==> config.mk <==
export PLATFORM = sky130hd
export DESIGN_NAME = acq_trigger_ctrl
export DESIGN_NICKNAME = d
export VERILOG_FILES = /design/src/logic/acq_pkg.sv /design/src/logic/tick_divider.sv /design/src/logic/acq_trigger_ctrl.sv
export VERILOG_INCLUDE_DIRS = /design/src /design/src/logic
export SDC_FILE = /design/constraint.sdc
export NUM_CORES = 1
export LEC_CHECK = 0
export BUFFER_PORTS_ARGS = -buffer_cell sky130_fd_sc_hd__buf_2
export CORE_MARGIN = 1.5
export CORE_UTILIZATION = 58
export DETAILED_ROUTE_END_ITERATION = 8
export PLACE_DENSITY = 0.8
export REMOVE_ABC_BUFFERS = 1
export SETUP_SLACK_MARGIN = 0.02
export SYNTH_ARGS = -nofsm -noshare
export SYNTH_HDL_FRONTEND = slang
export SYNTH_SLANG_ARGS = --single-unit
==> constraint.sdc <==
create_clock -name clk -period 4.1 [get_ports clk]
set_clock_uncertainty 0.15 [all_clocks]
set_input_delay 0.41 -clock clk [delete_from_list [all_inputs] [get_ports clk]]
set_output_delay 0.41 -clock clk [all_outputs]
set_load 0.1 [all_outputs]
==> src/logic/acq_cfg.svh <==
// Functional notes
// - single-shot: one capture and one scan pass per accepted external trigger
// - single-shot and gated scans are bounded by the scan time limit
// - continuous: internal timing starts captures; read on success, else recapture
// - continuous mode never reports a no-read
// - continuous: same code suppressed until reject interval elapses since its report
// - continuous: a different code is reported at once
// - gated: capture and scan while input active; stop on read or inactive
// - gated: no no-read while the trigger input stays active
// - command mode: each serial or ethernet trigger command starts a capture
// - trigger mode is writable from the host command channel as well
// - industrial ethernet triggers ignored in continuous mode
// - industrial-ethernet-only mode accepts only industrial ethernet triggers
// - external strobe: on, off, or asserted only during capture
// - ring light: on, off, or asserted only during capture
// - ultraviolet variants never allow ring light permanently on
// - failed-image display hold programmable from 0 to 3600 seconds
// - display hold affects only the display, never trigger acceptance
// - full view by default and restored by the restore_full_view command
// - external trigger detected on one edge chosen by polarity
// - trigger while busy sets missed-trigger, except in gated mode, until history is cleared
`ifndef ACQ_CFG_SVH
`define ACQ_CFG_SVH
// register offsets
`define ACQ_REG_CTRL 4'h0
`define ACQ_REG_STROBE 4'h1
`define ACQ_REG_SCAN_LIMIT 4'h2
`define ACQ_REG_REJECT 4'h3
`define ACQ_REG_HOLD 4'h4
`define ACQ_REG_CAPTURE 4'h5
`define ACQ_REG_STATUS 4'h6
`define ACQ_REG_CMD 4'h7
`define ACQ_REG_LAST_CODE 4'h8
`define ACQ_REG_VIEW 4'h9
// control fields
`define ACQ_CTRL_MODE_LSB 0
`define ACQ_CTRL_POL_BIT 3
`define ACQ_STROBE_EXT_LSB 0
`define ACQ_STROBE_RING_LSB 2
// command bits
`define ACQ_CMD_CLEAR_HIST 0
`define ACQ_CMD_RESTORE_VIEW 1
// reset values
`define ACQ_MODE_RST 3'h1
`define ACQ_SCAN_LIMIT_RST 16'h03e8
`define ACQ_REJECT_RST 16'h0001
`define ACQ_HOLD_RST 12'h000
`define ACQ_CAPTURE_RST 16'h0064
`define ACQ_HOLD_MAX 12'he10
`define ACQ_FULL_VIEW 32'hffff_ffff
// timing: one millisecond and one second tick
`define ACQ_CLK_HZ 50000000
`define ACQ_MS_CYCLES (`ACQ_CLK_HZ / 1000)
`define ACQ_SEC_MS 1000
`endif

==> src/logic/acq_pkg.sv <==
package acq_pkg;
   typedef enum logic [2:0] {
      mode_continuous = 3'h0,
      mode_single = 3'h1,
      mode_gated = 3'h2,
      mode_command = 3'h3,
      mode_ie_only = 3'h4
   } trig_mode_e;
   typedef enum logic [1:0] {
      light_off = 2'h0,
      light_on = 2'h1,
      light_exposure = 2'h2
   } light_mode_e;
   typedef enum logic [4:0] {
      st_idle = 5'b00001,
      st_capture = 5'b00010,
      st_scan = 5'b00100,
      st_report = 5'b01000,
      st_noread = 5'b10000
   } acq_state_e;
endpackage : acq_pkg

==> src/logic/tick_divider.sv <==
`timescale 1ns/10ps
`default_nettype none
`include "acq_cfg.svh"
// millisecond and second ticks shared by every timer of the sequencer
module tick_divider (
   input wire logic clk,
   input wire logic reset,
   output logic ms_tick,
   output logic sec_tick
);
   typedef struct packed {
      logic [15:0] div;
      logic [9:0] ms;
      logic ms_tick;
      logic sec_tick;
   } tick_s;
   tick_s r;
   tick_s next_r;
   // ==========================================
   // next state
   always_comb begin
      next_r = r;
      next_r.ms_tick = 1'b0;
      next_r.sec_tick = 1'b0;
      if (r.div == 16'(`ACQ_MS_CYCLES - 1)) begin
         next_r.div = 16'h0000;
         next_r.ms_tick = 1'b1;
         if (r.ms == 10'(`ACQ_SEC_MS - 1)) begin
            next_r.ms = 10'h000;
            next_r.sec_tick = 1'b1;
         end else begin
            next_r.ms = r.ms + 10'h001;
         end
      end else begin
         next_r.div = r.div + 16'h0001;
      end
   end
   // registers
   always_ff @(posedge clk) begin
      if (reset) begin
         r <= '0;
      end else begin
         r <= next_r;
      end
   end
   assign ms_tick = r.ms_tick;
   assign sec_tick = r.sec_tick;
endmodule : tick_divider
`default_nettype wire

==> src/logic/acq_trigger_ctrl.sv <==
`timescale 1ns/10ps
`default_nettype none
`include "acq_cfg.svh"
// trigger selection, capture sequencing, duplicate rejection and light drive
module acq_trigger_ctrl #(
   parameter bit UV_VARIANT = 1'b0
) (
   input wire logic clk,
   input wire logic reset,
   // register port
   input wire logic [3:0] reg_addr,
   input wire logic [31:0] reg_wdata,
   input wire logic reg_write,
   input wire logic reg_read,
   output logic [31:0] reg_rdata,
   // trigger sources
   input wire logic ext_trigger,
   input wire logic host_trigger,
   input wire logic host_mode_write,
   input wire logic [2:0] host_mode,
   input wire logic ie_trigger,
   // decoder side
   input wire logic scan_done,
   input wire logic scan_found,
   input wire logic [31:0] scan_code,
   output logic capture_active,
   output logic scan_start,
   output logic read_event,
   output logic noread_event,
   output logic [31:0] report_code,
   output logic missed_trigger,
   output logic display_hold,
   output logic ext_strobe,
   output logic ring_light,
   output logic [31:0] view_window
);
   typedef struct packed {
      acq_pkg::acq_state_e state;
      // software settings
      acq_pkg::trig_mode_e mode;
      logic polarity;
      acq_pkg::light_mode_e ext_light;
      acq_pkg::light_mode_e ring_mode;
      logic [15:0] scan_limit;
      logic [15:0] reject_sec;
      logic [11:0] hold_sec;
      logic [15:0] capture_ms;
      logic [31:0] view;
      // timers, last report and flags
      logic trig_prev;
      logic [15:0] ms_cnt;
      logic [15:0] rej_cnt;
      logic rej_live;
      logic [31:0] last_code;
      logic have_code;
      logic [11:0] hold_cnt;
      logic hold;
      logic missed;
      // registered outputs
      logic cap;
      logic start;
      logic rd;
      logic nr;
      logic [31:0] code;
      logic strobe;
      logic ring;
      logic [31:0] rdata;
   } ctrl_s;
   ctrl_s r;
   ctrl_s next_r;
   logic ms_tick;
   logic sec_tick;
   logic edge_hit;
   logic accept;
   logic busy;
   logic gate_level;

   // one divider feeds every timer
   tick_divider u_tick (
      .clk(clk),
      .reset(reset),
      .ms_tick(ms_tick),
      .sec_tick(sec_tick)
   );

   // light drive from the chosen setting and the capture window
   function automatic logic light_level(input acq_pkg::light_mode_e m, input logic cap);
      case (m)
         acq_pkg::light_on: light_level = 1'b1;
         acq_pkg::light_exposure: light_level = cap;
         default: light_level = 1'b0;
      endcase
   endfunction : light_level

   // ring setting with the permanently-on choice refused on uv parts
   function automatic acq_pkg::light_mode_e ring_filter(input logic [1:0] v);
      if (v == acq_pkg::light_on && UV_VARIANT) begin
         ring_filter = acq_pkg::light_off;
      end else if (v > 2'h2) begin
         // code 3 is undefined; the ring stays dark
         ring_filter = acq_pkg::light_off;
      end else begin
         ring_filter = acq_pkg::light_mode_e'(v);
      end
   endfunction : ring_filter

   // only defined mode codes are taken; others keep the current mode
   function automatic logic mode_ok(input logic [2:0] v);
      mode_ok = (v <= 3'h4);
   endfunction : mode_ok

   // ==========================================
   // trigger qualification
   always_comb begin
      gate_level = ext_trigger ~^ r.polarity; // level that counts as active
      edge_hit = gate_level && !(r.trig_prev ~^ r.polarity);
      busy = (r.state != acq_pkg::st_idle);
      // refused sources never count as triggers
      case (r.mode)
         acq_pkg::mode_single: accept = edge_hit;
         acq_pkg::mode_gated: accept = edge_hit;
         acq_pkg::mode_command: accept = host_trigger || ie_trigger;
         acq_pkg::mode_ie_only: accept = ie_trigger;
         default: accept = 1'b0;
      endcase
   end

   // ==========================================
   // next state
   always_comb begin
      next_r = r;
      next_r.trig_prev = ext_trigger;
      next_r.start = 1'b0;
      next_r.rd = 1'b0;
      next_r.nr = 1'b0;
      next_r.rdata = 32'h0000_0000;

      // millisecond count shared by capture and scan
      if (ms_tick) begin
         next_r.ms_cnt = r.ms_cnt + 16'h0001;
      end

      // reject interval, seconds since the last report
      if (sec_tick && r.rej_live) begin
         if (r.rej_cnt + 16'h0001 >= r.reject_sec) begin
            next_r.rej_live = 1'b0;
         end
         next_r.rej_cnt = r.rej_cnt + 16'h0001;
      end

      // display hold runs on its own; it never touches the sequencer
      if (sec_tick && r.hold) begin
         if (r.hold_cnt == 12'h000) begin
            next_r.hold = 1'b0;
         end else begin
            next_r.hold_cnt = r.hold_cnt - 12'h001;
         end
      end

      // outside gated mode, a trigger arriving mid-inspection is flagged, not queued
      if (busy && accept && r.mode != acq_pkg::mode_gated) begin
         next_r.missed = 1'b1;
      end

      // sequencer
      case (r.state)
         // wait for an accepted trigger; continuous needs none
         acq_pkg::st_idle: begin
            if (r.mode == acq_pkg::mode_continuous || accept) begin
               next_r.state = acq_pkg::st_capture;
               next_r.ms_cnt = 16'h0000;
               next_r.cap = 1'b1;
            end
         end
         // light window open for capture_ms millisecond ticks
         acq_pkg::st_capture: begin
            if (ms_tick && r.ms_cnt + 16'h0001 >= r.capture_ms) begin
               next_r.cap = 1'b0;
               next_r.start = 1'b1; // one pass per image
               next_r.ms_cnt = 16'h0000;
               next_r.state = acq_pkg::st_scan;
            end
         end
         // one pass; a timeout counts as a failed pass
         acq_pkg::st_scan: begin
            if (scan_done && scan_found) begin
               next_r.state = acq_pkg::st_report;
            end else if (scan_done || (ms_tick && r.ms_cnt + 16'h0001 >= r.scan_limit)) begin
               next_r.state = acq_pkg::st_noread;
            end
         end
         // continuous mode filters repeats of the last code
         acq_pkg::st_report: begin
            next_r.state = acq_pkg::st_idle;
            if (r.mode == acq_pkg::mode_continuous) begin
               if (!(r.have_code && r.rej_live && scan_code == r.last_code)) begin
                  next_r.rd = 1'b1;
                  next_r.code = scan_code;
                  next_r.last_code = scan_code;
                  next_r.have_code = 1'b1;
                  next_r.rej_live = (r.reject_sec != 16'h0000);
                  next_r.rej_cnt = 16'h0000;
               end
            end else begin
               // other modes report every found code
               next_r.rd = 1'b1;
               next_r.code = scan_code;
               next_r.last_code = scan_code;
               next_r.have_code = 1'b1;
            end
         end
         // continuous and gated-active retry instead of reporting
         acq_pkg::st_noread: begin
            if (r.mode == acq_pkg::mode_continuous) begin
               next_r.state = acq_pkg::st_capture;
               next_r.cap = 1'b1;
               next_r.ms_cnt = 16'h0000;
            end else if (r.mode == acq_pkg::mode_gated && gate_level) begin
               next_r.state = acq_pkg::st_capture;
               next_r.cap = 1'b1;
               next_r.ms_cnt = 16'h0000;
            end else begin
               next_r.state = acq_pkg::st_idle;
               next_r.nr = 1'b1;
               next_r.hold = 1'b1;
               next_r.hold_cnt = r.hold_sec;
            end
         end
         default: begin
            next_r.state = acq_pkg::st_idle;
            next_r.cap = 1'b0;
         end
      endcase

      // gated attempt abandoned when the input drops
      if (r.mode == acq_pkg::mode_gated && !gate_level
            && (r.state == acq_pkg::st_capture || r.state == acq_pkg::st_scan)) begin
         next_r.state = acq_pkg::st_noread;
         next_r.cap = 1'b0;
      end

      // host mode change from the command channel
      if (host_mode_write && mode_ok(host_mode)) begin
         next_r.mode = acq_pkg::trig_mode_e'(host_mode);
      end

      // register writes
      if (reg_write) begin
         case (reg_addr)
            `ACQ_REG_CTRL: begin
               if (mode_ok(reg_wdata[`ACQ_CTRL_MODE_LSB +: 3])) begin
                  next_r.mode = acq_pkg::trig_mode_e'(reg_wdata[`ACQ_CTRL_MODE_LSB +: 3]);
               end
               next_r.polarity = reg_wdata[`ACQ_CTRL_POL_BIT];
            end
            `ACQ_REG_STROBE: begin
               if (reg_wdata[`ACQ_STROBE_EXT_LSB +: 2] <= 2'h2) begin
                  next_r.ext_light = acq_pkg::light_mode_e'(reg_wdata[`ACQ_STROBE_EXT_LSB +: 2]);
               end
               next_r.ring_mode = ring_filter(reg_wdata[`ACQ_STROBE_RING_LSB +: 2]);
            end
            `ACQ_REG_SCAN_LIMIT: next_r.scan_limit = reg_wdata[15:0];
            `ACQ_REG_REJECT: next_r.reject_sec = reg_wdata[15:0];
            `ACQ_REG_HOLD: begin
               // values past the top of the range are clamped
               next_r.hold_sec = (reg_wdata[11:0] > `ACQ_HOLD_MAX || reg_wdata[31:12] != 20'h0)
                  ? `ACQ_HOLD_MAX : reg_wdata[11:0];
            end
            `ACQ_REG_CAPTURE: next_r.capture_ms = reg_wdata[15:0];
            `ACQ_REG_CMD: begin
               // both commands may share one write
               if (reg_wdata[`ACQ_CMD_CLEAR_HIST]) begin
                  next_r.missed = 1'b0;
               end
               if (reg_wdata[`ACQ_CMD_RESTORE_VIEW]) begin
                  next_r.view = `ACQ_FULL_VIEW;
               end
            end
            `ACQ_REG_VIEW: next_r.view = reg_wdata;
            default: begin
            end
         endcase
         // a miss in the clearing cycle survives the clear
         if (reg_addr == `ACQ_REG_CMD && reg_wdata[`ACQ_CMD_CLEAR_HIST] && busy && accept
               && r.mode != acq_pkg::mode_gated) begin
            next_r.missed = 1'b1;
         end
      end

      // register reads, data in the following cycle
      if (reg_read) begin
         case (reg_addr)
            `ACQ_REG_CTRL: next_r.rdata = {28'h0, r.polarity, r.mode};
            `ACQ_REG_STROBE: next_r.rdata = {28'h0, r.ring_mode, r.ext_light};
            `ACQ_REG_SCAN_LIMIT: next_r.rdata = {16'h0, r.scan_limit};
            `ACQ_REG_REJECT: next_r.rdata = {16'h0, r.reject_sec};
            `ACQ_REG_HOLD: next_r.rdata = {20'h0, r.hold_sec};
            `ACQ_REG_CAPTURE: next_r.rdata = {16'h0, r.capture_ms};
            `ACQ_REG_STATUS: next_r.rdata = {24'h0, r.hold, r.missed, r.rej_live, r.state};
            `ACQ_REG_LAST_CODE: next_r.rdata = r.last_code;
            `ACQ_REG_VIEW: next_r.rdata = r.view;
            default: next_r.rdata = 32'h0000_0000;
         endcase
      end

      // light outputs follow the registered capture window
      next_r.strobe = light_level(next_r.ext_light, next_r.cap);
      next_r.ring = light_level(next_r.ring_mode, next_r.cap);
   end

   // ==========================================
   // registers
   always_ff @(posedge clk) begin
      if (reset) begin
         // settings take their defaults; the rest clears
         r <= '0;
         r.state <= acq_pkg::st_idle;
         r.mode <= acq_pkg::trig_mode_e'(`ACQ_MODE_RST);
         r.ext_light <= acq_pkg::light_exposure;
         r.ring_mode <= acq_pkg::light_exposure;
         r.scan_limit <= `ACQ_SCAN_LIMIT_RST;
         r.reject_sec <= `ACQ_REJECT_RST;
         r.hold_sec <= `ACQ_HOLD_RST;
         r.capture_ms <= `ACQ_CAPTURE_RST;
         r.view <= `ACQ_FULL_VIEW;
      end else begin
         r <= next_r;
      end
   end

   // outputs straight from the state register
   assign reg_rdata = r.rdata;
   assign capture_active = r.cap;
   assign scan_start = r.start;
   assign read_event = r.rd;
   assign noread_event = r.nr;
   assign report_code = r.code;
   assign missed_trigger = r.missed;
   assign display_hold = r.hold;
   assign ext_strobe = r.strobe;
   assign ring_light = r.ring;
   assign view_window = r.view;
endmodule : acq_trigger_ctrl
`default_nettype wire

# Yosys cells after proc, flatten, opt, wreduce, memory -nomap -nowiden
# Index checks and enable logic that the tools add are counted.
# word_totals
in_bits	81
elab_cells	199
output_inout_bits	104
reg_bits	284
# op_classes
add_sub_neg	5
n_bitwise	7
magnitude_cmp	8
eq_ne	35
n_reduce_logical	49
muxes	63
# op_table
cell	n
case mux 32 bit (9 select lines)	1
2-to-1 mux 16 bit	8
2-to-1 mux 100 bit	1
2-to-1 mux 50 bit	2
2-to-1 mux 32 bit	3
case mux 32 bit (2 select lines)	1
2-to-1 mux 13 bit	4
adder 16 x 1 -> 16 bit, second input constant	3
>= comparator 16 bit	3
case mux 16 bit (3 select lines)	1
2-to-1 mux 12 bit	3
2-to-1 mux 17 bit	2
2-to-1 mux 33 bit	1
equality test 32 bit	1
2-to-1 mux 5 bit	5
case mux 5 bit (4 select lines)	1
nonzero test 20 bit	1
logical AND 1 bit	18
equality test 16 bit, second input constant	1
equality test 4 x 3 -> 1 bit, second input constant	4
nonzero test 16 bit	1
OR reduction 2 bit	8
2-to-1 mux 1 bit	15
greater-than comparator 12 bit, second input constant	1
other kinds (42)	78

# Longest topological paths before layout
# Gate-level depths: netlist (run 1).
# depth
word_depth	11
depth_mapped	15
depth_no_buf	13

# Modules after synthesis
# Synthesis (run 1) repeated with hierarchy kept, for this count alone.
# unflattened
cells_unflattened	1714
area_unflattened_um2	14510.2
# modules_own_cells
mod	seq_area_each_um2	instances	cells_each	area_each_um2
acq_trigger_ctrl	5124.9	1	1562	13193.9
tick_divider	560.5	1	152	1316.3

# Worst setup path before layout (run 1)
# Ideal clock, no wire load.
# synth_timing
kind	flip-flop to flip-flop
start	reg r[134] (netlist name)
end	reg r[139] (netlist name)
path_stages_with_launch	15
setup_time_ps	132
period_less_slack_ps	3768
required_time_ps	3818
arrival_time_ps	3486
path_buffers	1
setup_slack_ps	332
path_cell_list	dfxtp_1 ha_1 nand3_1 nor2_1 and4_1 nand3_1 xnor2_1 ha_1 nand4_1 or3_1 a2111oi_2 o31ai_4 a211oi_4 buf_6 nor3_1
# synth_via
elab_chain_cells	5
elab_cells_between_ends	9
cone_classes	add/sub (1); order compare (1); mux (6); reduce/logical (1)
# synth_rtl
item	line	source
start, declared	acq_trigger_ctrl.sv:69	ctrl_s r;
start signal, assigned	acq_trigger_ctrl.sv:327	r <= next_r;
adder 16 x 1 -> 16 bit *	acq_trigger_ctrl.sv:140, acq_trigger_ctrl.sv:177	
>= comparator 16 bit or 2-to-1 mux 16 bit (tied branches)	acq_trigger_ctrl.sv:177, acq_trigger_ctrl.sv:139	
logical AND 1 bit or 2-to-1 mux 16 bit (tied branches)	acq_trigger_ctrl.sv:177, acq_trigger_ctrl.sv:218	
2-to-1 mux 16 bit (on tied branches)	acq_trigger_ctrl.sv:177, acq_trigger_ctrl.sv:214	
case mux 16 bit (3 select lines) *	acq_trigger_ctrl.sv:166	case (r.state)
# Every way passes the cells marked *; elsewhere a longest branch is shown, timed or not.
# A chain may end at the register's enable or synchronous reset.

# Worst setup path after layout (run 1)
# layout_timing
start	reg r[134] (netlist name)
end	reg r[137] (netlist name)
# The elaborated chain is that of the path after synthesis.

==> run_results.csv, run 1 <==
group,metric,value,unit
drt,post_route_antenna_net_violation_count,0,
synth,yosysUniqueCellTypes,72,
drt,drc,0,
timing,hold_violations,0,
floorplan,fp.dieArea,0.0256,mm^2
synth,synth.yosys.seq_area_share,39.7,%
grt,largest_net_degree_at_the_start_of_global_routing,77,
timing,maxSlewViolCount,0,
cts,cts_tree,"done",
critical_path,setup_crit_start,"r[134]$_SDFF_PP0_",
place,finalWeightedCongestion,0.933,
timing,whs,0.0114,ns
grt,grt.total_usage,30.7,%
cts,clkTransAtPathRegs,0.06,ns
floorplan,floorplan.initialDensity,59.0,%
cts,cts_root_buffer,"clkbuf_16",
min_path,hold_class,"primary input to flop",
critical_path,arrival,4.09,ns
floorplan,placementRows,57,
min_path,hold_start,"reg_wdata[25]",
flow_run,cap_violations,0,
critical_path,crit_fanout,16,
power,static-leakage-power,6.11,nW
synth,yosysWarningCount,0,
cts,numCtsBuffers,30,
floorplan,coreArea,0.0242,mm^2
critical_path,regToRegStartpoint,"r[134]$_SDFF_PP0_",
synth,post_syn_area_per_cell,8.22,um^2
timing,maxSlewHeadroom,19.1,%
power,power.ir.vdd_worst,0.000515,V
grt,wire_length_of_the_first_global_routing_pass,63700,um
drt,dr.first_iter.drc_count,1491,
synth,synth_edf_count,0,
timing,final_min_period_over_clock_period,93.8,%
place,dp_hpwl,28400,um
critical_path,cp-end-kind,"flop",
cts,max_clock_buf_depth,3,
floorplan,fp.dieW,160,um
power,pwr_density_cell,398,mW/mm^2
cts,clk-insertion-delay-late,0.57,ns
critical_path,worst-endpoint-required,4.35,ns
power,totalPowerFinal,6.36,mW
synth,ys_seq_elements,284,
grt,via_count_of_the_first_global_routing_pass,12200,
synth,async_reset_ff_share,0,%
critical_path,r2r-end,"r[137]$_SDFF_PP0_",
floorplan,io_pins,185,
synth,synth_top_flop_cell,"dfxtp_1",
outcome,status,"finished, final reports clean",
drt,finalWirelength,40700,um
cts,ctsHtreeMaxLevel,1,
grt,antenna_violations_before_repair,0,
critical_path,worst_setup_path_endpoint,"r[137]$_SDFF_PP0_",
timing,fmax,0.260,GHz
finish,post_route_cells_drive_above_1_share,15.7,%
timing,setup_viol_count_final,0,
floorplan,floorplan_die_height,160,um
timing,worst_pin_slew,1.21,ns
drt,num_vias,13100,
timing,final_period_minus_worst_setup_slack,3.84,ns
drt,vias_per_cell,6.12,
synth,post_synth_inst_count,1741,
finish,flow.area_growth_from_synthesis,11.6,%
critical_path,rr_worst_depth,14,
drt,routedWlPerCell,19.0,um
cts,cts.sinks,284,
critical_path,critical_path.startpoint_type,"flop",
drt,drt_first_pass_iters,8,
finish,n_antenna_cell,0,
timing,fin_setup_tns,0,ns
critical_path,timing_worst_setup_path_type,"flop to flop",
finish,final_net_count,1939,
critical_path,r2r_slack,0.26,ns
synth,syn-cell-area,0.0143,mm^2
place,port_buffers,184,
grt,aggregate_global_routing_overflow,0,
-- timing repair --
action	4_1_cts	5_1_grt
setup buffers	0	1
hold buffers	16	0
endpoints found under the setup margin	0	19
resized for setup	0	8
endpoints found under the hold margin	25	0
-- area by class of cell --
class,count,area (um^2)
inverter,73,277
timing repair buffer,224,1270
multi-input combinational,1187,7290
sequential,284,5690
clock inverter,14,218
tap,324,405
clock buffer,39,825
fill,1989,8280
-- how the worst min path moves through the flow --
stage | end | depth (start not counted)
2_1_floorplan | r[73]$_SDFF_PP0_ | 2
3_3_place_gp | report_code[23]$_SDFFE_PP0P_ | 2
3_5_place_dp | report_code[22]$_SDFFE_PP0P_ | 2
4_1_cts | view_window[30]$_SDFFE_PP1P_ | 3
5_1_grt | view_window[25]$_SDFFE_PP1P_ | 3
6_report | view_window[25]$_SDFFE_PP1P_ | 3
-- registers in the layout, summed over array words and instances (netlist names) --
register         count
u_tick.sec_tick      1
read_event           1
noread_event         1
missed_trigger       1
u_tick.r            26
ext_strobe           1
report_code         32
u_tick.ms_tick       1
view_window         32
ring_light           1
reg_rdata           32
r                  152
scan_start           1
capture_active       1
display_hold         1
-- cell usage after synthesis, drive strengths merged (8+ instances only) --
master   count  area (um^2)
nand2b       8         50.1
a222oi       8         80.1
nor3        69          345
inv         73          274
a31oi       23          144
nand4       19          119
nor2b        8         50.1
and3        15         93.8
a21oi       77          385
o21ai      126          631
a22oi       54          405
o211ai      12         90.1
a211oi      15          125
ha          58          726
buf        106          773
nor4        15          106
nor2       150          563
nand2      227          852
o2111ai     33          289
nand3       36          180
dfxtp      284         5690
xnor2       58          508
or3         17          106
a2111oi      9         98.8
clkbuf      91          342
and2        14         87.6
xor2        57          499
-- metrics by stage --
| step | instances | setup slack (ns) | util [%] | area [um^2] |
|---|---|---|---|---|
| after CTS | 2144 | 0.116 | 65.7 | 15900 |
| after detailed placement | 2075 | 0.145 | 60.8 | 14700 |
| after global placement | 2075 | 0.247 | 60.8 | 14700 |
| final | 2145 | 0.255 | 65.9 | 16000 |
| after floorplan | 1544 | -0.333 | - | 13200 |
| after global routing | 2145 | -0.00563 | 65.9 | 16000 |
-- layer usage --
layer  routed length [um]  track usage [%]  part of all wire (%)  vias up
met5                    0                0                     0        -
met3                 3640             4.86                   8.9      147
met1                16100             38.7                    40     6153
li1                     -                -                     -     6140
met2                18800             50.6                    46      679
met4                 2210             15.8                   5.4        0
-- where the power goes --
group / leakage (nW) / internal (mW) / total [mW] / switching [mW]
sequential: 2.29 / 2.80 / 2.85 / 0.0491
clock: 0.503 / 1.73 / 2.86 / 1.13
combinational: 3.32 / 0.203 / 0.652 / 0.449
total: 6.11 / 4.73 / 6.36 / 1.63
-- cells in the final DEF, fill, tap and decap left out, types with 4 or more instances in the layout --
cell,synthesis,routed
clkbuf_1,91,5
a21o_1,6,6
o21a_1,5,4
dlygate4sd3_1,0,16
nand3b_1,4,4
o21ai_0,125,125
xor2_1,57,57
nor3_1,69,67
or3_1,17,17
clkinv_2,0,4
nor2_1,150,148
o2111ai_1,33,33
a22oi_1,54,54
and3_1,15,15
o211ai_1,12,12
nor4_1,13,13
clkbuf_8,0,4
o31ai_1,6,6
a211oi_1,14,14
a222oi_1,8,8
buf_2,6,183
nand2b_1,8,8
bufinv_16,0,5
nor3b_1,7,6
a31oi_1,23,23
dfxtp_1,284,283
inv_1,73,72
ha_1,58,57
a21oi_1,77,77
nor2b_1,8,7
nand4_1,19,19
and2_1,11,12
a2111oi_0,5,5
clkbuf_16,0,30
buf_4,96,24
nand2_1,227,227
and4_1,6,5
xnor2_1,58,58
nand3_1,36,36
-- cell families (layout without fill, tap and decap cells) --
family,after synthesis,after routing,synth area share [%]
multiplexers,5,5,0.524
adder cells (fa/ha/maj),58,58,5.07
flip-flops,284,284,39.7
buffers and inverters,270,350,9.70
XOR/XNOR,115,115,7.03
AO/OA/AOI/OAI,396,396,18.1
AND/OR/NAND/NOR,613,613,19.9
-- worst max-delay path: stages (launching register included) --
cell and delay, ns:
dfxtp_1 0.43, ha_2 0.26, nand3_1 0.08, nor2_1 0.16
and4_2 0.31, nand3_1 0.10, xnor2_1 0.17, ha_1 0.31
nand4_1 0.13, or3_1 0.46, a2111oi_4 0.39, o31ai_4 0.16
a211oi_4 0.31, buf_6 0.19, nor3_1 0.07
(Power assumes the default switching activity.)
==> run 2, diff against run 1 <==
--- a/config.mk
+++ b/config.mk
@@ -8,9 +8,9 @@
 export LEC_CHECK = 0
 export BUFFER_PORTS_ARGS = -buffer_cell sky130_fd_sc_hd__buf_2
 export CORE_MARGIN = 1.5
-export CORE_UTILIZATION = 58
+export CORE_UTILIZATION = 52
 export DETAILED_ROUTE_END_ITERATION = 8
-export PLACE_DENSITY = 0.8
+export PLACE_DENSITY = 0.73
 export REMOVE_ABC_BUFFERS = 1
 export SETUP_SLACK_MARGIN = 0.02
 export SYNTH_ARGS = -nofsm -noshare
==> run 2 against run 1 <==
  * The flow now finishes with violations (hold timing)
  * Via count fell by 2.0%
  * Hold slack got worse by 0.013 ns
  * Sequential share of layout area rose by 0.092 points
  * Final area fell by 0.23%
  * Clock power fell by 5%
  * Total power fell by 2.2%
  * Global-route usage fell by 2.2 points
  * Cell count rose by 0.75%
  * Wire length rose by 1.6%
  * Register-to-register slack improved by 0.07 ns
  * Critical path type unchanged
  * Largest power group is now sequential cells
  * Highest routed layer unchanged
==> run_results.csv, run 2 (same netlist as run 1, synthesis figures left out) <==
group,metric,value,unit
cts,cts_root_buffer,"clkbuf_16",
timing,postLayoutSetupSlackWorst,0.327,ns
power,power.ir.vdd_worst,0.000340,V
power,p_int,4.59,mW
min_path,hold_class,"primary input to flop",
drt,drt_first_pass_iters,5,
place,port_buffers,184,
cts,cts_tree,"done",
floorplan,coreArea,0.0270,mm^2
cts,post-cts-setup-buffers,0,
grt,grt.total_usage,28.4,%
grt,globalRoute.busiestLayer,"met2",
flow_run,cap_violations,0,
place,place_inst,2090,
grt,wire_length_of_the_first_global_routing_pass,65000,um
cts,cts.sinks,284,
finish,instances_no_fill,2161,
critical_path,cp_common_cell,"nand3_1",
finish,final_net_count,1935,
cts,clkTransAtPathRegs,0.06,ns
finish,mostFrequentLayoutCell,"dfxtp_1",
finish,top_register,"r",
critical_path,setup_crit_start,"r[134]$_SDFF_PP0_",
timing,final_period_minus_worst_setup_slack,3.77,ns
floorplan,floorplan_die_height,169,um
outcome,status,"complete, but fails checks",
finish,cell_area_after_layout,0.0159,mm^2
critical_path,crit_fanout,16,
finish,flow.area_growth_from_synthesis,11.3,%
power,pwr_density_cell,390,mW/mm^2
place,finalWeightedCongestion,0.890,
critical_path,arrival,4.03,ns
grt,antenna_violations_before_repair,0,
timing,maxSlewViolCount,0,
critical_path,worst_path_largest_cell_delay,0.46,ns
floorplan,placementRows,60,
finish,largest_reg_flops,152,
drt,post_route_antenna_net_violation_count,0,
grt,groute.layer.met3.usage,4.58,%
outcome,failed_checks,"hold timing",
floorplan,fp.dieArea,0.0285,mm^2
power,power.net_switching,1.63,mW
drt,finalWirelength,41300,um
timing,setup_viol_count_final,0,
timing,final_min_period_over_clock_period,92.0,%
floorplan,fp.dieW,169,um
grt,use_met1,37.5,%
critical_path,timing_worst_setup_path_type,"flop to flop",
critical_path,cp-end-kind,"flop",
drt,routedWlPerCell,19.1,um
grt,largest_net_degree_at_the_start_of_global_routing,73,
timing,worst_pin_slew,1.30,ns
drt,num_vias,12900,
cts,max_clock_buf_depth,3,
critical_path,regToRegStartpoint,"r[134]$_SDFF_PP0_",
timing,grt_setup_unrepaired,"false",
power,swShare,26.2,%
grt,via_count_of_the_first_global_routing_pass,12000,
critical_path,cp_cell_sequence,"ha_2, nand3_1, nor2_1, and4_2, nand3_1, xnor2_1, ha_1, nand4_1, or3_1, a2111oi_4, o31ai_4, a211oi_4, buf_6, nor3_1",
grt,aggregate_global_routing_overflow,0,
floorplan,floorplan.initialDensity,53.1,%
power,static-leakage-power,6.08,nW
power,power.clock.fraction,43.7,%
finish,post_route_cells_drive_above_1_share,15.7,%
drt,drc,0,
timing,hold_violations,1,
place,dp_hpwl,28700,um
drt,vias_per_cell,5.95,
floorplan,io_pins,185,
timing,maxSlewHeadroom,12.9,%
cts,clk-insertion-delay-late,0.57,ns
cts,numCtsBuffers,30,
cts,ctsHtreeMaxLevel,1,
place,postPlaceCellArea,0.0147,mm^2
power,power_frac_comb,10.6,%
min_path,hold_start,"reg_wdata[21]",
critical_path,slowest_cell_on_the_critical_path,"or3_1",
critical_path,worst-endpoint-required,4.35,ns
drt,dr.first_iter.drc_count,1403,
grt,met2_usage,46.2,%
power,sequentialPowerShare,45.8,%
timing,fmax,0.265,GHz
place,dp_worst_setup_slack,0.0829,ns
finish,commonest_cells_after_routing_fill_and_taps_aside,"282 x dfxtp_1, 227 x nand2_1, 184 x buf_2",
critical_path,critical_path.startpoint_type,"flop",
timing,whs,-0.00171,ns
-- run 2: worst paths after layout --
check | to | slack, ns | depth (start not counted)
worst min-delay path | view_window[21]$_SDFFE_PP1P_ | -0.002 | 3
worst max register to register | r[137]$_SDFF_PP0_ | 0.33 | 14
worst min register to register | report_code[23]$_SDFFE_PP0P_ | 0.30 | 2
worst max-delay path | r[137]$_SDFF_PP0_ | 0.33 | 14
-- run 2: final cells by class --
cell class,instances,area (um^2)
antenna,1,2.50
clock buffer,46,911
clock inverter,9,86.3
fill,2387,11000
inverter,73,277
multi-input combinational,1187,7310
sequential,284,5690
tap,341,427
timing repair buffer,220,1230
-- run 2: worst max-delay path, delay by kind of cell, from the launching register on --
family                   cells  cell delay (ns)
AND/OR/NAND/NOR              7             1.32
XOR/XNOR                     1             0.17
buffers and inverters        1             0.19
flip-flops                   1             0.39
AO/OA/AOI/OAI                3             0.84
adder cells (fa/ha/maj)      2             0.55
-- run 2: routing by layer --
| metal | up-vias | wire length, um |
|---|---|---|
| met3 | 113 | 3270 |
| met1 | 6069 | 17300 |
| met2 | 565 | 18900 |
| li1 | 6113 | - |
| met5 | - | 0 |
| met4 | 0 | 1900 |
-- run 2: what timing repair did --
action | CTS | global route
resized for setup | 0 | 12
endpoints found under the hold margin | 17 | 0
setup endpoints to repair | 0 | 20
hold buffers | 15 | 0
-- run 2: power groups by stage --
stage                     sequential, mW  combinational [mW]  clock [mW]
after global placement              2.91               0.615           0
after floorplan                     3.00               0.286           0
final                               2.85               0.656        2.71
after global routing                2.85               0.701        2.86
after detailed placement            2.91               0.622           0
after CTS                           2.85               0.636        2.73
-- run 2: through the flow --
stage | setup TNS (ns) | util [%] | power, mW
final | 0 | 59.1 | 6.22
after global routing | 0 | 59.1 | 6.41
after CTS | 0 | 58.9 | 6.21
after detailed placement | 0 | 54.7 | 3.53
after global placement | 0 | 54.7 | 3.52
after floorplan | -8.23 | - | 3.28
